===== src/core/net_status_pkg.sv =====
// Shared constants, codes and carrier types of the network status register bank.
package net_status_pkg;

  // Register word width and the size of the relay node chain.
  localparam int REG_W = 16;
  localparam int MAX_NODES = 32;
  localparam int CNT_W = 6;

  // Holding register offsets.
  localparam logic [15:0] OFF_AUTOADDR = 16'h0001;
  localparam logic [15:0] OFF_SUBNET_MASK_LOW = 16'h0049;
  localparam logic [15:0] OFF_GATEWAY_HIGH = 16'h004a;
  localparam logic [15:0] OFF_GATEWAY_LOW = 16'h004b;
  localparam logic [15:0] OFF_ADDRESS_ASSIGN_METHOD = 16'h004c;

  // Input register offsets.
  localparam logic [15:0] OFF_CONTROLLER_ERROR_FLAGS = 16'h0100;
  localparam logic [15:0] OFF_LAST_OPERATION_CODE = 16'h0101;
  localparam logic [15:0] OFF_NODES_PRESENT_COUNT = 16'h0102;
  localparam logic [15:0] OFF_NODES_CORRECT_COUNT = 16'h0103;
  localparam logic [15:0] OFF_NODES_MISPLACED_COUNT = 16'h0104;
  localparam logic [15:0] OFF_NODES_UNADDRESSED_COUNT = 16'h0105;

  // Reset values of the network and method holding registers and the last operation register.
  localparam logic [15:0] RST_NET_WORD = 16'h0000;
  localparam logic [15:0] RST_METHOD = 16'h0000;
  localparam logic [15:0] RST_OPCODE = 16'h0000;

  // Bit positions of the controller error flag word.
  localparam int BIT_RESET = 0;
  localparam int BIT_INTERNAL = 2;
  localparam int BIT_BUS = 4;
  localparam int BIT_LIMIT = 5;
  localparam int BIT_CONFLICT = 6;
  localparam int BIT_TERMINATION = 7;
  localparam int BIT_POSITION = 8;
  localparam int BIT_SUPPLY = 9;
  localparam int BIT_UNCONFIGURED = 10;
  localparam int BIT_INCOMPATIBLE = 11;

  // Address assignment method codes.
  localparam logic [15:0] METHOD_FIXED = 16'h0000;
  localparam logic [15:0] METHOD_DHCP = 16'h0001;
  localparam logic [15:0] METHOD_BOOTP = 16'h0002;
  localparam logic [15:0] METHOD_FALLBACK = 16'h0003;

  // Auto-addressing command value and its idle value.
  localparam logic [15:0] AUTOADDR_CMD = 16'h0003;
  localparam logic [15:0] AUTOADDR_IDLE = 16'h0000;

  // Operation codes reported in the last operation register.
  localparam logic [15:0] OP_ROLL_CALL = 16'h0001;
  localparam logic [15:0] OP_AUTOADDR = 16'h0003;
  localparam logic [15:0] OP_CHECK_START = 16'h0100;
  localparam logic [15:0] OP_CHECK_STOP = 16'h0200;
  localparam logic [15:0] OP_BLOCKED = 16'hff00;

  // Protocol exception codes returned on a refused access.
  localparam logic [7:0] EXC_NONE = 8'h00;
  localparam logic [7:0] EXC_FUNCTION = 8'h01;
  localparam logic [7:0] EXC_ADDRESS = 8'h02;
  localparam logic [7:0] EXC_VALUE = 8'h03;

  // Kind of register access asked for by the protocol engine.
  typedef enum logic [1:0] {
    ACC_READ_HOLDING,
    ACC_READ_INPUT,
    ACC_WRITE_HOLDING,
    ACC_NONE
  } access_kind_t;

  // One register access request, one register at a time.
  typedef struct packed {
    logic valid;
    access_kind_t kind;
    logic [15:0] addr;
    logic [15:0] wdata;
  } reg_req_t;

  // Answer to one register access.
  typedef struct packed {
    logic valid;
    logic [15:0] rdata;
    logic [7:0] exception;
  } reg_resp_t;

  // Error conditions reported by the controller's own logic, as levels.
  typedef struct packed {
    logic internal_err;
    logic bus_err;
    logic limit_err;
    logic conflict_err;
    logic termination_err;
    logic position_err;
    logic supply_err;
    logic unconfigured_err;
    logic incompatible_err;
  } ctrl_errors_t;

  // Address source chosen by the assignment sequencer.
  typedef enum logic [1:0] {
    SRC_NONE,
    SRC_DHCP,
    SRC_BOOTP,
    SRC_FIXED
  } addr_source_t;

  // Number of set bits in a node vector.
  function automatic logic [CNT_W-1:0] count_ones(input logic [MAX_NODES-1:0] v);
    logic [CNT_W-1:0] n;
    n = '0;
    for (int i = 0; i < MAX_NODES; i++) begin
      n = n + CNT_W'(v[i]);
    end
    return n;
  endfunction

endpackage


===== src/core/node_tally.sv =====
// Counts present, correctly placed, misplaced and unaddressed relay nodes.
`timescale 1ns/1ns
module node_tally
  import net_status_pkg::*;
(
  input wire logic clk,
  input wire logic resetn,
  input wire logic ce,
  input wire logic [MAX_NODES-1:0] node_present,
  input wire logic [MAX_NODES-1:0] node_addressed,
  input wire logic [MAX_NODES-1:0] node_addr_match,
  output logic [CNT_W-1:0] present_count,
  output logic [CNT_W-1:0] correct_count,
  output logic [CNT_W-1:0] misplaced_count,
  output logic [CNT_W-1:0] unaddressed_count
);

  // Next values of the four tallies.
  logic [CNT_W-1:0] next_present_count;
  logic [CNT_W-1:0] next_correct_count;
  logic [CNT_W-1:0] next_misplaced_count;
  logic [CNT_W-1:0] next_unaddressed_count;

  // Only nodes that answer the roll call are counted, so stale bits of an
  // absent position cannot inflate any tally.
  always_comb begin
    next_present_count = count_ones(node_present);
    next_correct_count = count_ones(node_present & node_addressed & node_addr_match);
    next_misplaced_count = count_ones(node_present & node_addressed & ~node_addr_match);
    next_unaddressed_count = count_ones(node_present & ~node_addressed);
  end

  // Tallies are registered so the register bank reads stable values.
  always_ff @(posedge clk or negedge resetn) begin
    if (!resetn) begin
      present_count <= '0;
      correct_count <= '0;
      misplaced_count <= '0;
      unaddressed_count <= '0;
    end else if (ce) begin
      present_count <= next_present_count;
      correct_count <= next_correct_count;
      misplaced_count <= next_misplaced_count;
      unaddressed_count <= next_unaddressed_count;
    end
  end

endmodule


===== src/core/addr_assign_seq.sv =====
// Sequences the address assignment method, including the fallback chain.
`timescale 1ns/1ns
module addr_assign_seq
  import net_status_pkg::*;
(
  input wire logic clk,
  input wire logic resetn,
  input wire logic ce,
  input wire logic [15:0] method,
  input wire logic start,
  input wire logic fixed_custom_set,
  input wire logic dhcp_ok,
  input wire logic dhcp_fail,
  input wire logic bootp_ok,
  input wire logic bootp_fail,
  output logic dhcp_run,
  output logic bootp_run,
  output addr_source_t source,
  output logic use_factory_fixed
);

  // Sequencer states.
  typedef enum logic [1:0] {
    ST_IDLE,
    ST_DHCP,
    ST_BOOTP,
    ST_DONE
  } seq_state_t;

  seq_state_t state;
  seq_state_t next_state;
  addr_source_t next_source;
  logic next_dhcp_run;
  logic next_bootp_run;
  logic next_use_factory_fixed;

  // A start picks the first step from the method held at that moment; a later
  // method write still steers the fallback after a DHCP or BOOTP failure.
  always_comb begin
    next_state = state;
    next_source = source;
    next_use_factory_fixed = use_factory_fixed;
    unique case (state)
      ST_IDLE: begin
        if (start) begin
          next_source = SRC_NONE;
          if (method == METHOD_DHCP || method == METHOD_FALLBACK) begin
            next_state = ST_DHCP;
          end else if (method == METHOD_BOOTP) begin
            next_state = ST_BOOTP;
          end else begin
            // Fixed only: custom settings when set, else factory defaults.
            next_source = SRC_FIXED;
            next_use_factory_fixed = !fixed_custom_set;
            next_state = ST_DONE;
          end
        end
      end
      ST_DHCP: begin
        if (dhcp_ok) begin
          next_source = SRC_DHCP;
          next_state = ST_DONE;
        end else if (dhcp_fail) begin
          if (method == METHOD_FALLBACK) begin
            next_state = ST_BOOTP;
          end else begin
            next_state = ST_IDLE;
          end
        end
      end
      ST_BOOTP: begin
        if (bootp_ok) begin
          next_source = SRC_BOOTP;
          next_state = ST_DONE;
        end else if (bootp_fail) begin
          if (method == METHOD_FALLBACK) begin
            next_source = SRC_FIXED;
            next_use_factory_fixed = !fixed_custom_set;
            next_state = ST_DONE;
          end else begin
            next_state = ST_IDLE;
          end
        end
      end
      ST_DONE: begin
        // A new start returns to idle and clears the source; the next start begins again.
        if (start) begin
          next_state = ST_IDLE;
          next_source = SRC_NONE;
        end
      end
    endcase
    next_dhcp_run = (next_state == ST_DHCP);
    next_bootp_run = (next_state == ST_BOOTP);
  end

  // State and outputs are all registered.
  always_ff @(posedge clk or negedge resetn) begin
    if (!resetn) begin
      state <= ST_IDLE;
      source <= SRC_NONE;
      use_factory_fixed <= 1'b0;
      dhcp_run <= 1'b0;
      bootp_run <= 1'b0;
    end else if (ce) begin
      state <= next_state;
      source <= next_source;
      use_factory_fixed <= next_use_factory_fixed;
      dhcp_run <= next_dhcp_run;
      bootp_run <= next_bootp_run;
    end
  end

endmodule


===== src/core/bus_controller_net_status_regs.sv =====
// Network configuration and status register bank of the bus controller.
`timescale 1ns/1ns
//
// Contract
// - Subnet mask low half at 0x0049, reset zero.
// - Gateway high half at 0x004A, reset zero.
// - Gateway low half at 0x004B, reset zero.
// - Method selector 0x004C: fixed, DHCP, BOOTP, fallback.
// - Fallback: DHCP, then BOOTP, then fixed address.
// - Fixed mode uses custom settings, else factory.
// - Status 0x0100 flags active high; bit0 reset.
// - Bits 2,4,5,6,7 report internal/bus/limit/conflict/termination errors.
// - Bits 8..11 report position/supply/unconfigured/incompatible errors.
// - Unused status bits 1,3,12..15 read zero.
// - 0x0101 holds code of last requested operation.
// - 0x0102 counts relay nodes present on chain.
// - 0x0103 counts nodes whose address matches position.
// - 0x0104 counts nodes whose address mismatches position.
// - 0x0105 counts unaddressed nodes; client then auto-addresses.
// - Addresses split high octets first across two words.
// - Writing 3 to 0x0001 arms auto-address at power-up.
module bus_controller_net_status_regs
  import net_status_pkg::*;
(
  input wire logic clk,
  input wire logic resetn,
  input wire logic ce,
  input wire reg_req_t req,
  output reg_resp_t resp,
  input wire ctrl_errors_t ctrl_errors,
  input wire logic op_valid,
  input wire logic [15:0] op_code,
  input wire logic [MAX_NODES-1:0] node_present,
  input wire logic [MAX_NODES-1:0] node_addressed,
  input wire logic [MAX_NODES-1:0] node_addr_match,
  input wire logic assign_start,
  input wire logic fixed_custom_set,
  input wire logic dhcp_ok,
  input wire logic dhcp_fail,
  input wire logic bootp_ok,
  input wire logic bootp_fail,
  output logic [31:0] gateway_addr,
  output logic [15:0] subnet_mask_low_out,
  output logic autoaddr_armed,
  output logic dhcp_run,
  output logic bootp_run,
  output addr_source_t addr_source,
  output logic use_factory_fixed
);

  ////////////////////////////////////////////////////////////////////////////
  // Holding registers and their next values.

  logic [15:0] subnet_mask_low; // Low half of the subnet mask.
  logic [15:0] gateway_high; // Upper two octets of the gateway.
  logic [15:0] gateway_low; // Lower two octets of the gateway.
  logic [15:0] address_assign_method; // Address assignment selector.
  logic [15:0] autoaddr_cmd; // Auto-addressing command word.
  logic [15:0] next_subnet_mask_low;
  logic [15:0] next_gateway_high;
  logic [15:0] next_gateway_low;
  logic [15:0] next_address_assign_method;
  logic [15:0] next_autoaddr_cmd;

  ////////////////////////////////////////////////////////////////////////////
  // Status state and its next values.

  logic reset_flag; // Set from reset until the status word is read.
  logic next_reset_flag;
  logic [15:0] last_operation_code; // Most recent operation requested.
  logic [15:0] next_last_operation_code;
  logic [15:0] controller_error_flags; // Assembled status word.
  logic [15:0] next_controller_error_flags;

  // Response register and its next value.
  reg_resp_t next_resp;

  // Registered output copies of configuration.
  logic [31:0] next_gateway_addr;

  // Node tallies from the counting block.
  logic [CNT_W-1:0] present_count;
  logic [CNT_W-1:0] correct_count;
  logic [CNT_W-1:0] misplaced_count;
  logic [CNT_W-1:0] unaddressed_count;

  // Decoded access strobes.
  logic is_write;
  logic is_read_holding;
  logic is_read_input;
  logic status_read;

  ////////////////////////////////////////////////////////////////////////////
  // Counting and sequencing blocks.

  // Relay node tallies, recomputed every enabled cycle.
  node_tally u_node_tally (
    .clk(clk),
    .resetn(resetn),
    .ce(ce),
    .node_present(node_present),
    .node_addressed(node_addressed),
    .node_addr_match(node_addr_match),
    .present_count(present_count),
    .correct_count(correct_count),
    .misplaced_count(misplaced_count),
    .unaddressed_count(unaddressed_count)
  );

  // Address assignment sequencer steered by the method selector.
  addr_assign_seq u_addr_assign_seq (
    .clk(clk),
    .resetn(resetn),
    .ce(ce),
    .method(address_assign_method),
    .start(assign_start),
    .fixed_custom_set(fixed_custom_set),
    .dhcp_ok(dhcp_ok),
    .dhcp_fail(dhcp_fail),
    .bootp_ok(bootp_ok),
    .bootp_fail(bootp_fail),
    .dhcp_run(dhcp_run),
    .bootp_run(bootp_run),
    .source(addr_source),
    .use_factory_fixed(use_factory_fixed)
  );

  ////////////////////////////////////////////////////////////////////////////
  // Access decode.

  // One request is handled per enabled cycle; there is no wait state.
  always_comb begin
    is_write = req.valid && (req.kind == ACC_WRITE_HOLDING);
    is_read_holding = req.valid && (req.kind == ACC_READ_HOLDING);
    is_read_input = req.valid && (req.kind == ACC_READ_INPUT);
    status_read = is_read_input && (req.addr == OFF_CONTROLLER_ERROR_FLAGS);
  end

  ////////////////////////////////////////////////////////////////////////////
  // Holding register writes.

  // Holding registers change only on a write to their own offset and keep
  // their value otherwise.
  always_comb begin
    next_subnet_mask_low = subnet_mask_low;
    next_gateway_high = gateway_high;
    next_gateway_low = gateway_low;
    next_address_assign_method = address_assign_method;
    next_autoaddr_cmd = autoaddr_cmd;
    if (is_write) begin
      unique case (req.addr)
        OFF_SUBNET_MASK_LOW: next_subnet_mask_low = req.wdata;
        OFF_GATEWAY_HIGH: next_gateway_high = req.wdata;
        OFF_GATEWAY_LOW: next_gateway_low = req.wdata;
        OFF_ADDRESS_ASSIGN_METHOD: begin
          // Out-of-range codes are refused; the sequencer would take them as fixed.
          if (req.wdata <= METHOD_FALLBACK) begin
            next_address_assign_method = req.wdata;
          end
        end
        OFF_AUTOADDR: begin
          // Only the command value or idle is stored.
          if (req.wdata == AUTOADDR_CMD || req.wdata == AUTOADDR_IDLE) begin
            next_autoaddr_cmd = req.wdata;
          end
        end
        default: begin
          // Unmapped offsets store nothing.
        end
      endcase
    end
  end

  // Holding register flops, reset to their documented defaults.
  always_ff @(posedge clk or negedge resetn) begin
    if (!resetn) begin
      subnet_mask_low <= RST_NET_WORD;
      gateway_high <= RST_NET_WORD;
      gateway_low <= RST_NET_WORD;
      address_assign_method <= RST_METHOD;
      autoaddr_cmd <= AUTOADDR_IDLE;
    end else if (ce) begin
      subnet_mask_low <= next_subnet_mask_low;
      gateway_high <= next_gateway_high;
      gateway_low <= next_gateway_low;
      address_assign_method <= next_address_assign_method;
      autoaddr_cmd <= next_autoaddr_cmd;
    end
  end

  ////////////////////////////////////////////////////////////////////////////
  // Status word and last operation.

  // The reset flag stays set after reset until a client reads the status
  // word, so a controller restart is never missed by a polling client.
  always_comb begin
    next_reset_flag = reset_flag && !status_read;
    next_controller_error_flags = '0;
    next_controller_error_flags[BIT_RESET] = next_reset_flag;
    next_controller_error_flags[BIT_INTERNAL] = ctrl_errors.internal_err;
    next_controller_error_flags[BIT_BUS] = ctrl_errors.bus_err;
    next_controller_error_flags[BIT_LIMIT] = ctrl_errors.limit_err;
    next_controller_error_flags[BIT_CONFLICT] = ctrl_errors.conflict_err;
    next_controller_error_flags[BIT_TERMINATION] = ctrl_errors.termination_err;
    next_controller_error_flags[BIT_POSITION] = ctrl_errors.position_err;
    next_controller_error_flags[BIT_SUPPLY] = ctrl_errors.supply_err;
    next_controller_error_flags[BIT_UNCONFIGURED] = ctrl_errors.unconfigured_err;
    next_controller_error_flags[BIT_INCOMPATIBLE] = ctrl_errors.incompatible_err;
    next_last_operation_code = last_operation_code;
    // Only known operation codes are recorded; a stray code is dropped.
    if (op_valid) begin
      unique case (op_code)
        OP_ROLL_CALL, OP_AUTOADDR, OP_CHECK_START, OP_CHECK_STOP, OP_BLOCKED: begin
          next_last_operation_code = op_code;
        end
        default: begin
          next_last_operation_code = last_operation_code;
        end
      endcase
    end
  end

  // Status flops.
  always_ff @(posedge clk or negedge resetn) begin
    if (!resetn) begin
      reset_flag <= 1'b1;
      controller_error_flags <= '0;
      last_operation_code <= RST_OPCODE;
    end else if (ce) begin
      reset_flag <= next_reset_flag;
      controller_error_flags <= next_controller_error_flags;
      last_operation_code <= next_last_operation_code;
    end
  end

  ////////////////////////////////////////////////////////////////////////////
  // Read data and exceptions.

  // Reads return the value before any write of the same cycle. The status
  // word is read from its registered copy, with bit 0 taken from the reset
  // flag flop, so the flag is seen in the same read that clears it.
  always_comb begin
    next_resp.valid = req.valid;
    next_resp.rdata = '0;
    next_resp.exception = EXC_NONE;
    if (is_read_holding) begin
      unique case (req.addr)
        OFF_AUTOADDR: next_resp.rdata = autoaddr_cmd;
        OFF_SUBNET_MASK_LOW: next_resp.rdata = subnet_mask_low;
        OFF_GATEWAY_HIGH: next_resp.rdata = gateway_high;
        OFF_GATEWAY_LOW: next_resp.rdata = gateway_low;
        OFF_ADDRESS_ASSIGN_METHOD: next_resp.rdata = address_assign_method;
        default: next_resp.exception = EXC_ADDRESS;
      endcase
    end else if (is_read_input) begin
      unique case (req.addr)
        OFF_CONTROLLER_ERROR_FLAGS: begin
          next_resp.rdata = controller_error_flags;
          next_resp.rdata[BIT_RESET] = reset_flag;
        end
        OFF_LAST_OPERATION_CODE: next_resp.rdata = last_operation_code;
        OFF_NODES_PRESENT_COUNT: next_resp.rdata = 16'(present_count);
        OFF_NODES_CORRECT_COUNT: next_resp.rdata = 16'(correct_count);
        OFF_NODES_MISPLACED_COUNT: next_resp.rdata = 16'(misplaced_count);
        OFF_NODES_UNADDRESSED_COUNT: next_resp.rdata = 16'(unaddressed_count);
        default: next_resp.exception = EXC_ADDRESS;
      endcase
    end else if (is_write) begin
      // Input registers have no holding offset, so writes to them land here.
      unique case (req.addr)
        OFF_SUBNET_MASK_LOW, OFF_GATEWAY_HIGH, OFF_GATEWAY_LOW: begin
          next_resp.rdata = req.wdata;
        end
        OFF_ADDRESS_ASSIGN_METHOD: begin
          if (req.wdata <= METHOD_FALLBACK) begin
            next_resp.rdata = req.wdata;
          end else begin
            next_resp.exception = EXC_VALUE;
          end
        end
        OFF_AUTOADDR: begin
          if (req.wdata == AUTOADDR_CMD || req.wdata == AUTOADDR_IDLE) begin
            next_resp.rdata = req.wdata;
          end else begin
            next_resp.exception = EXC_VALUE;
          end
        end
        default: next_resp.exception = EXC_ADDRESS;
      endcase
    end else if (req.valid) begin
      next_resp.exception = EXC_FUNCTION;
    end
  end

  // Network word pairing: the high word carries the two leading octets.
  always_comb begin
    next_gateway_addr = {next_gateway_high, next_gateway_low};
  end

  // Response and configuration output flops.
  always_ff @(posedge clk or negedge resetn) begin
    if (!resetn) begin
      resp <= '0;
      gateway_addr <= '0;
      subnet_mask_low_out <= RST_NET_WORD;
      autoaddr_armed <= 1'b0;
    end else if (ce) begin
      resp <= next_resp;
      gateway_addr <= next_gateway_addr;
      subnet_mask_low_out <= next_subnet_mask_low;
      autoaddr_armed <= (next_autoaddr_cmd == AUTOADDR_CMD);
    end
  end

endmodule


===== config.mk =====
export PLATFORM = sky130hd
export DESIGN_NAME = bus_controller_net_status_regs
export DESIGN_NICKNAME = d
export VERILOG_FILES = /design/src/core/net_status_pkg.sv /design/src/core/node_tally.sv /design/src/core/addr_assign_seq.sv /design/src/core/bus_controller_net_status_regs.sv
export SDC_FILE = /design/constraint.sdc
export NUM_CORES = 1
export LEC_CHECK = 0
export ABC_CLOCK_PERIOD_IN_PS = 2630
export BUFFER_PORTS_ARGS = -buffer_cell sky130_fd_sc_hd__buf_2
export CORE_ASPECT_RATIO = 1.25
export CORE_MARGIN = 2
export CORE_UTILIZATION = 57
export CTS_BUF_LIST = sky130_fd_sc_hd__clkbuf_4
export CTS_CLUSTER_DIAMETER = 30
export DETAILED_ROUTE_END_ITERATION = 16
export PLACE_DENSITY = 0.91
export SETUP_SLACK_MARGIN = 0.05
export SLEW_MARGIN = 20
export SYNTH_ARGS = -nofsm -noshare
export SYNTH_HDL_FRONTEND = slang
export SYNTH_SLANG_ARGS = --single-unit

===== constraint.sdc =====
create_clock -name clk -period 2.63 [get_ports clk]
set_input_delay 0.3945 -clock clk [delete_from_list [all_inputs] [get_ports clk]]
set_output_delay 0.3945 -clock clk [all_outputs]
set_load 0.1 [all_outputs]

==> results of run 1 <==
[flip-flops by register name (all words and copies together) (netlist names), 9 cells and up]
signal and flops:
subnet_mask_low_out 16, autoaddr_cmd 16, gateway_low 15, address_assign_method 16
resp 19, gateway_high 16, controller_error_flags 9, last_operation_code 16
[critical path, delay by kind of cell]
family	cells	cell delay (ps)
adder cells (fa/ha/maj)	9	3740
buffers and inverters	5	300
XOR/XNOR	1	80
multiplexers	1	260
AO/OA/AOI/OAI	2	340
AND/OR/NAND/NOR	2	120
[worst max path at each step]
stage | endpoint | slack (ps)
4_1_cts | u_node_tally.misplaced_count[4] | -2090
6_report | u_node_tally.misplaced_count[4] | -2140
3_3_place_gp | u_node_tally.correct_count[4] | -2660
5_1_grt | u_node_tally.misplaced_count[4] | -2240
3_5_place_dp | u_node_tally.correct_count[4] | -2770
2_1_floorplan | u_node_tally.correct_count[4] | -2470
[metal layers]
layer / vias up / part of all wire (%) / track usage [%]
met1: 4846 / 35 / 35.7
met5: - / 0 / 0
met3: 122 / 6.5 / 4.91
met2: 528 / 52 / 55.3
met4: 0 / 6.1 / 18.3
li1: 4396 / - / -
[kinds of logic after synthesis]
family	after synthesis
buffers and inverters	197
AND/OR/NAND/NOR	346
XOR/XNOR	16
AO/OA/AOI/OAI	158
multiplexers	107
other	1
flip-flops	157
adder cells (fa/ha/maj)	128
[final cells by class]
type / count / area, um2
Fill cell: 1326 / 5380
Sequential cell: 157 / 3930
Timing Repair Buffer: 330 / 2020
Antenna cell: 2 / 5.00
Tap cell: 265 / 332
Clock inverter: 15 / 183
Clock buffer: 17 / 128
Inverter: 151 / 567
Multi-Input combinational cell: 761 / 7000
[layout by cell type (no fill, tap or decap), types with 6 or more instances in the layout]
cell type,n
buf_2,229
dfrtp_1,156
inv_1,135
fa_1,85
buf_4,79
mux2_2,72
nor2_1,58
nand2_1,57
nand3_1,48
a21oi_1,39
ha_1,28
nand2b_1,24
a22oi_1,23
nand3b_1,20
nor4_1,20
and3_1,17
mux2i_1,17
clkbuf_4,17
inv_2,16
and2_1,16
buf_6,15
nor2b_1,14
nor3_1,14
mux2_4,14
a21o_1,12
a31oi_1,12
and2b_1,11
o21ai_0,11
fa_2,11
o22a_1,7
a21oi_2,6
xnor2_1,6
o2111ai_1,6
o211ai_1,6
conb_1,6
inv_8,6
[power by group through the flow]
stage,registers (mW),clock network [mW],logic (mW)
final,2.81,1.53,6.67
after detailed placement,2.84,0,5.43
after floorplan,3.09,0,3.39
after global placement,2.83,0,5.02
after global routing,2.83,1.64,7.23
after CTS,2.80,1.54,6.00
[stage by stage]
step / setup slack [ps] / setup TNS [ps] / hold WS, ps / area (um2) / utilization (%)
after global routing: -2240 / -46090 / 1.12 / 14200 / 72.4
after floorplan: -2470 / -49210 / 98.9 / 11500 / -
after detailed placement: -2770 / -59360 / 396 / 13500 / 68.9
after CTS: -2090 / -43100 / 1.81 / 14000 / 71.5
after global placement: -2660 / -56680 / 391 / 13500 / 68.9
final: -2140 / -44240 / 27.5 / 14200 / 72.5
[timing repair]
action	4_1_cts	5_1_grt
endpoints found under the hold margin	55	0
buffers inserted	5	2
resized for setup	38	37
endpoints found under the setup margin	24	24
pin swaps	18	15
hold buffers	2	0
==> flow_metrics.tcl, run 1 <==
set metrics [dict create \
    ir_worst_vdd_uv 738 \
    overflow 0 \
    htree_levels 4 \
    min_period_ps 4770 \
    die_y_um 162 \
    num_vias 9892 \
    ys_seq_elements 157 \
    dr.pass1.iters 5 \
    synth_top_area_share_pct 34.3 \
    rsz0062_at_grt "true" \
    dieArea_mm2 0.0211 \
    slowest_delay_ps 570 \
    yosys.area.top_type "dfrtp_1" \
    r2r-start "address_assign_method[3]" \
    tritoncts "done" \
    cp_common_cell "fa_1" \
    drc 0 \
    dp_hpwl_mm 26.1 \
    wl_mm 33.1 \
    grt_pass1_vias 10228 \
    synthAdderAreaFrac_pct 20.4 \
    insertion_delay_ps 590 \
    async_flop_share_pct 100 \
    cpMaxStageDelayCell "fa_1" \
    vias_per_cell 5.83 \
    globalplace.congestion 0.942 \
    slew_headroom_pct 57.0 \
    critPathLaunchType "input pin" \
    swShare_pct 42.5 \
    area_growth_pct 24.4 \
    timing.rr.end "u_addr_assign_seq.source[0]" \
    p_seq_share_pct 25.5 \
    yosys-top-cells-count "dfrtp_1 (156), inv_1 (151), fa_1 (96), mux2_2 (84), nor2_1 (60)" \
    synthTopCellsByArea "dfrtp_1 (34%), fa_1 (17%), mux2_2 (8.3%)" \
    fp.coreArea_mm2 0.0195 \
    hp-class "in -> reg" \
    dp.cells 1656 \
    end_kind "flip-flop" \
    power.leakage_nw 7.31 \
    whs_path_depth 2 \
    power_switching_mw 4.68 \
    path_cells "buf_6, nand2_2, nor2_2, ha_4, inv_1, fa_1, fa_1, fa_1, fa_1, fa_1, inv_1, fa_1, fa_2, inv_2, fa_2, inv_1, a21o_1, a21oi_2, xnor2_1, mux2_4" \
    yosysSeqAreaShare_pct 34.5 \
    track_usage_pct 31.4 \
    max_slew.worst_pin.slew_ps 645 \
    initialDrtViolationCount 842 \
    synth_top_family_by_area "adder cells" \
    cts_buffer_depth 2 \
    startpoint "node_present[0]" \
    drive_above_1_share_pct 36.8 \
    muxShareOfSynthArea_pct 10.9 \
    total_power_mw 11.0 \
    worstHoldStart "ctrl_errors[7]" \
    hold_viol 0 \
    syn_area_per_cell_um2 10.3 \
    clkPwrFrac_pct 13.9 \
    fp.dieW_um 130 \
    antenna_found_initial 2 \
    initial_core_util_pct 58.2 \
    violations "negative setup slack" \
    stdcell_count 1698 \
    grt_first_pass_wirelength_mm 51.0 \
    max_cap_viol_count 0 \
    final_nets 1712 \
    synth_edf_count 0 \
    synth-main-ff-cell "dfrtp_1" \
    yosysUniqueCellTypes 66 \
    required_ps 3110 \
    cts.sinks 157 \
    status "finished, violations left" \
    r2r_setup_slack_ps 300 \
    clock_skew_ps 31.7 \
    synth_cells 1110 \
    synthSimpleGateAreaFrac_pct 16.8 \
    numCtsBuffers 17 \
    holdPathEnd "controller_error_flags[4]" \
    wl_per_cell_um 19.5 \
    ant_nets 0 \
    syn_area_mm2 0.0114 \
    combPwrFrac_pct 60.6 \
    worst-path-max-fanout 4 \
    synth_warnings 0 \
    final_max_slew_viol_count 0 \
    internal_power_mw 6.33 \
    portBuffers 238 \
    worstPathArrival_ps 5250 \
    finalWorstSetupSlack_ps -2140 \
    io_pins 245 \
    synth_xor_area_share_pct 1.23 \
    synth_compound_area_share_pct 9.23 \
    timing.fmax_mhz 210 \
    powerDensity_mw_per_mm2 778 \
    path_clk_slew_ps 170 \
    reg2reg_depth 8 \
    post-route-period-util_pct 181 \
    rows 57 \
    cts_root_buf "clkbuf_4" \
    grt_max_degree 59 \
    yosysMostFrequentCell "dfrtp_1" \
    crit_type "in -> reg" \
    setup-violations-final 24 \
]
No activity file was read; power rests on OpenSTA's default activity.
==> run 2, diff against run 1 <==
--- a/config.mk
+++ b/config.mk
@@ -8,13 +8,10 @@
 export ABC_CLOCK_PERIOD_IN_PS = 2630
 export BUFFER_PORTS_ARGS = -buffer_cell sky130_fd_sc_hd__buf_2
 export CORE_ASPECT_RATIO = 1.25
-export CORE_MARGIN = 2
-export CORE_UTILIZATION = 57
-export CTS_BUF_LIST = sky130_fd_sc_hd__clkbuf_4
+export CORE_UTILIZATION = 56
 export CTS_CLUSTER_DIAMETER = 30
 export DETAILED_ROUTE_END_ITERATION = 16
-export PLACE_DENSITY = 0.91
-export SETUP_SLACK_MARGIN = 0.05
+export PLACE_DENSITY = 0.9
 export SLEW_MARGIN = 20
 export SYNTH_ARGS = -nofsm -noshare
 export SYNTH_HDL_FRONTEND = slang
==> run 2 against run 1 <==
The flow still finishes with violations (negative setup slack). Highest routed layer unchanged. Critical path type unchanged. Combinational power grew 4.9%. Critical endpoint is now u_node_tally.present_count[4]. Via count grew 1.7%. Utilization grew 0.44 points. Worst setup slack lost 270 ps. Final cell count shrank 0.29%. Largest power group unchanged. Register-to-register slack gained 110 ps. Total power grew 10%. Largest cell class unchanged. Global-route usage grew 1.5 points. Critical path depth shrank 3. Sequential cell count is the same. Routed wire length grew 0.50%.
==> flow_metrics.tcl, run 2 (synthesis results as in run 1) <==
set metrics [dict create \
    status "finished, violations left" \
    violations "negative setup slack" \
    worst-path-max-fanout 4 \
    rows 57 \
    wl_per_cell_um 19.6 \
    setup-violations-final 24 \
    ir_worst_vdd_uv 737 \
    dr.pass1.iters 5 \
    crit_buf_inv 4 \
    clock_skew_ps 10.7 \
    internal_power_mw 7.25 \
    area_growth_pct 26.1 \
    crit_type "in -> reg" \
    cts_buffer_depth 2 \
    combPwrFrac_pct 57.6 \
    total_power_mw 12.2 \
    track_usage_pct 32.9 \
    cp_common_cell "fa_2" \
    timing.fmax_mhz 199 \
    critPathLaunchType "input pin" \
    fp.coreArea_mm2 0.0197 \
    worstPathArrival_ps 5340 \
    power_switching_mw 4.92 \
    max_cap_viol_count 0 \
    initialDrtViolationCount 978 \
    dieArea_mm2 0.0209 \
    final_nets 1710 \
    slew_headroom_pct 57.7 \
    antenna_found_initial 1 \
    stdcell_count 1693 \
    globalplace.congestion 0.927 \
    final_cell_mix "buf_2 (230), dfrtp_1 (156), inv_1 (135), fa_1 (82), buf_4 (76)" \
    dp_hpwl_mm 25.4 \
    initial_core_util_pct 57.8 \
    p_seq_share_pct 23.3 \
    powerDensity_mw_per_mm2 848 \
    final_common_cell "buf_2" \
    vias_per_cell 5.94 \
    required_ps 2940 \
    grt_max_degree 58 \
    power.leakage_nw 7.38 \
    insertion_delay_ps 430 \
    path_cells "buf_8, buf_6, ha_4, inv_2, fa_1, fa_2, fa_1, fa_2, fa_1, fa_2, fa_2, fa_2, inv_2, a21o_1, a21oi_2, xnor2_1, mux2_4" \
    slowest_delay_ps 530 \
    numCtsBuffers 17 \
    dp.cells 1655 \
    die_y_um 161 \
    post-route-period-util_pct 191 \
    grt_first_pass_wirelength_mm 52.3 \
    largest-register "resp" \
    clkPwrFrac_pct 19.1 \
    ant_nets 0 \
    max_slew.worst_pin.slew_ps 634 \
    final_max_slew_viol_count 0 \
    portBuffers 238 \
    num_vias 10057 \
    cpMaxStageDelayCell "fa_1" \
    htree_levels 4 \
    grt_pass1_vias 10442 \
    drive_above_1_share_pct 36.6 \
    fillCellCount 1296 \
    end_kind "flip-flop" \
    final_core_util_pct 72.9 \
    fp.dieW_um 129 \
    tritoncts "done" \
    finalWorstSetupSlack_ps -2400 \
    overflow 0 \
    hp-class "in -> reg" \
    critical_path.top_delay_family "adder cells" \
    io_pins 245 \
    drc 0 \
    cts_root_buf "clkbuf_16" \
    hold_viol 0 \
    rsz0062_at_grt "true" \
    diodes 0 \
    wl_mm 33.3 \
    path_clk_slew_ps 70 \
    final_area_mm2 0.0144 \
    largest_register_ff_count 19 \
    dpl_cell_area_mm2 0.0135 \
    swShare_pct 40.4 \
    hold_slack_ps 151 \
    cts.sinks 157 \
    min_period_ps 5030 \
]
## run 2: cell count changes in the layout (fill, tap and decap cells not counted), sizes merged
| cell | before | now |
|---|---|---|
| clkinvlp | 1 | 3 |
| clkbuf | 17 | 19 |
| dlygate4sd3 | 2 | 1 |
| diode | 2 | 0 |
| clkinv | 5 | 4 |
| buf | 328 | 327 |
| inv | 160 | 156 |
## run 2: worst paths after layout
| kind | startpoint | to | slack, ps | cells after the start |
|---|---|---|---|---|
| max in group asynchronous | resetn | autoaddr_cmd[9] | 1440 | 3 |
| min reg2reg | reset_flag | reset_flag | 480 | 1 |
| max | node_present[1] | u_node_tally.present_count[4] | -2400 | 17 |
| min in group asynchronous | resetn | u_addr_assign_seq.source[1] | 510 | 2 |
| max reg2reg | address_assign_method[3] | u_addr_assign_seq.source[0] | 410 | 8 |
| min | fixed_custom_set | u_addr_assign_seq.use_factory_fixed | 150 | 2 |
## run 2: area by class of cell
| cell class | count | area [um2] | area share (%) |
|---|---|---|---|
| Sequential cell | 157 | 3930 | 27.4 |
| Inverter | 151 | 567 | 3.95 |
| Tap cell | 265 | 332 | 2.31 |
| Clock buffer | 19 | 443 | 3.09 |
| Clock inverter | 12 | 105 | 0.732 |
| Multi-Input combinational cell | 761 | 6960 | 48.5 |
| Timing Repair Buffer | 328 | 2010 | 14.0 |
## run 2: stage by stage
stage,setup WS [ps],setup TNS (ps)
detailed placement,-2780,-59250
floorplan,-2470,-49210
global placement,-2680,-56910
finish,-2400,-50230
CTS,-2270,-47580
global route,-2490,-52200
## run 2: repair_timing
action | in CTS | in global routing
hold buffers | 1 | 0
hold endpoints to repair | 54 | 0
pin swaps | 16 | 15
endpoints found under the setup margin | 24 | 24
buffers inserted | 4 | 3
resized for setup | 38 | 35
## run 2: metal layers
layer	global-route usage (%)	vias up	wire length, um
met5	0	-	0
met4	20.2	0	2230
met3	6.13	163	2240
met2	58.2	600	17200
met1	36.2	4908	11600
li1	-	4386	-
## run 2: power groups by stage
stage          clock (mW)  sequential [mW]  combinational, mW
2_1_floorplan           0             3.09               3.39
4_1_cts              2.31             2.81               5.98
3_5_place_dp            0             2.85               5.43
3_3_place_gp            0             2.83               4.99
6_report             2.32             2.83               7.00
5_1_grt              2.43             2.85               7.53
## run 2: worst reg2reg max path, stage by stage, from the launching register on
cell and delay (ps):
dfrtp_1 400, nor4_1 320, buf_4 190, nand4_1 90, buf_4 200, o31ai_1 300
mux2i_1 120, nor2_1 140, mux2_2 340
==> run 3, diff against run 2 <==
--- a/config.mk
+++ b/config.mk
@@ -8,7 +8,9 @@
 export ABC_CLOCK_PERIOD_IN_PS = 2630
 export BUFFER_PORTS_ARGS = -buffer_cell sky130_fd_sc_hd__buf_2
 export CORE_ASPECT_RATIO = 1.25
+export CORE_MARGIN = 3
 export CORE_UTILIZATION = 56
+export CTS_BUF_LIST = sky130_fd_sc_hd__clkbuf_4 sky130_fd_sc_hd__clkbuf_8 sky130_fd_sc_hd__clkbuf_16
 export CTS_CLUSTER_DIAMETER = 30
 export DETAILED_ROUTE_END_ITERATION = 16
 export PLACE_DENSITY = 0.9
==> run 3 against run 2 <==
The run still ends with negative setup slack left. Routed wire length increased by 2.1%. First-iteration DRC count increased by 1.2%. Design area about the same. Global-route usage decreased by 2.1 points. Clock power increased by 14%. Sequential cell count unchanged. Sequential power about the same. Critical path depth increased by 2. Via count increased by 0.12%. Count of clock-buffer cells in the layout decreased by 1. Critical path type unchanged. Largest power group unchanged.
==> flow_metrics.tcl, run 3 (synthesis results as in run 1) <==
set metrics [dict create \
    status "finished, violations left" \
    violations "negative setup slack" \
    ir_worst_vdd_uv 752 \
    powerDensity_mw_per_mm2 854 \
    insertion_delay_ps 430 \
    end_kind "flip-flop" \
    dr.pass1.iters 6 \
    fp.dieW_um 133 \
    total_power_mw 12.3 \
    finalWorstSetupSlack_ps -2430 \
    max_cap_viol_count 0 \
    min_period_ps 5060 \
    dp_hpwl_mm 26.0 \
    globalplace.congestion 0.937 \
    initialDrtViolationCount 990 \
    track_usage_pct 30.8 \
    portBuffers 238 \
    rsz0062_at_grt "true" \
    tritoncts "done" \
    crit_type "in -> reg" \
    wl_per_cell_um 20.0 \
    place_ws_ps -2830 \
    vias_per_cell 5.94 \
    post-route-period-util_pct 192 \
    timing.fmax_mhz 198 \
    reg2reg_depth 8 \
    cpMaxStageDelayCell "fa_2" \
    die_y_um 165 \
    final_nets 1709 \
    required_ps 2950 \
    cts_buffer_depth 2 \
    grt_first_pass_wirelength_mm 53.2 \
    drc 0 \
    overflow 0 \
    tns_ps -49860 \
    worstPathArrival_ps 5380 \
    hp-class "in -> reg" \
    register_area_mm2 0.00393 \
    fillCellCount 1279 \
    htree_levels 4 \
    dp.cells 1655 \
    slew_headroom_pct 57.4 \
    ant_nets 0 \
    grt_max_degree 63 \
    final_max_slew_viol_count 0 \
    fp.coreArea_mm2 0.0197 \
    clock_skew_ps 10.6 \
    max_slew.worst_pin.slew_ps 639 \
    power.leakage_nw 7.40 \
    wl_mm 34.0 \
    path_clk_slew_ps 70 \
    setup-violations-final 24 \
    largest-register "resp" \
    initial_core_util_pct 57.8 \
    drive_above_1_share_pct 35.8 \
    whs_path_depth 2 \
    cts.sinks 157 \
    stdcell_count 1695 \
    numCtsBuffers 17 \
    multi_input_area_mm2 0.00691 \
    num_vias 10069 \
    final_common_cell "buf_2" \
    final_cell_mix "buf_2 (231), dfrtp_1 (156), inv_1 (138), fa_1 (85), buf_4 (79)" \
    slowest_delay_ps 560 \
    area_growth_pct 26.2 \
    path_cells "buf_8, and3_4, ha_4, inv_2, fa_1, fa_2, fa_2, fa_1, fa_1, inv_2, fa_1, inv_2, fa_2, inv_2, fa_2, a21o_1, a21oi_2, xnor2_1, mux2_4" \
    dieArea_mm2 0.0221 \
    grt_pass1_vias 10454 \
    io_pins 245 \
    worst-path-max-fanout 3 \
    rows 57 \
    final_core_util_pct 72.9 \
    hold_viol 0 \
    critPathLaunchType "input pin" \
    antenna_found_initial 1 \
    cts_root_buf "clkbuf_16" \
    largest_register_ff_count 19 \
]
-- run 3: cell types whose count changed in the layout (fill, tap and decap cells not counted), moves of 3 or more --
| cell | before | now |
|---|---|---|
| fa_2 | 14 | 11 |
| fa_1 | 82 | 85 |
| inv_1 | 135 | 138 |
| buf_4 | 76 | 79 |
| inv_8 | 3 | 6 |
| inv_2 | 16 | 13 |
| buf_6 | 14 | 10 |
-- run 3: layout make-up --
cell class | count | share of cell area [%]
Timing Repair Buffer | 327 | 13.8
Inverter | 151 | 3.95
Tap cell | 265 | 2.31
Antenna cell | 2 | 0.0349
Clock buffer | 18 | 3.06
Clock inverter | 14 | 1.35
Sequential cell | 157 | 27.4
Multi-Input combinational cell | 761 | 48.2
-- run 3: metal layers --
metal  GRT usage [%]  routed length (um)  part of all wire (%)
met1            34.5               11700                    34
met2            55.6               17600                    52
met3            4.97                2450                   7.2
met4            17.9                2190                   6.4
met5               0                  13                 0.038
-- run 3: metrics by stage --
step / hold WS, ps / cell area, um2
after floorplan: 98.9 / 11500
after global placement: 414 / 13500
after detailed placement: 420 / 13500
after CTS: 156 / 14300
after global routing: 168 / 14400
final: 146 / 14400
-- run 3: critical path, delay by kind of cell --
family,cells,cell delay [ps]
buf+inv,5,310
mux,1,250
compound gates,2,310
xor+xnor,1,90
fa+ha+maj,9,3850
simple gates,1,180
-- run 3: worst paths after layout --
| path | start | endpoint | slack, ps |
|---|---|---|---|
| max in group asynchronous | resetn | resp[21] | 1440 |
| max reg2reg | address_assign_method[3] | u_addr_assign_seq.source[0] | 340 |
| min | fixed_custom_set | u_addr_assign_seq.use_factory_fixed | 150 |
| max | node_addressed[1] | u_node_tally.correct_count[4] | -2430 |
| min in group asynchronous | resetn | u_addr_assign_seq.source[0] | 520 |
| min reg2reg | reset_flag | reset_flag | 480 |
-- run 3: repair_timing --
action,CTS,global route
setup buffers,3,2
gates cloned,0,0
pin swaps,12,10
gates resized for setup,33,22
hold endpoints to repair,59,0
hold buffers,1,0
endpoints found under the setup margin,24,24
-- run 3: power by group --
group          leakage (nW)  internal, mW  total [mW]  switching [mW]
logic                  5.00          3.24        6.80            3.56
registers              2.09          2.65        2.82           0.166
clock network         0.308          1.49        2.64            1.15
total                  7.40          7.38        12.3            4.88
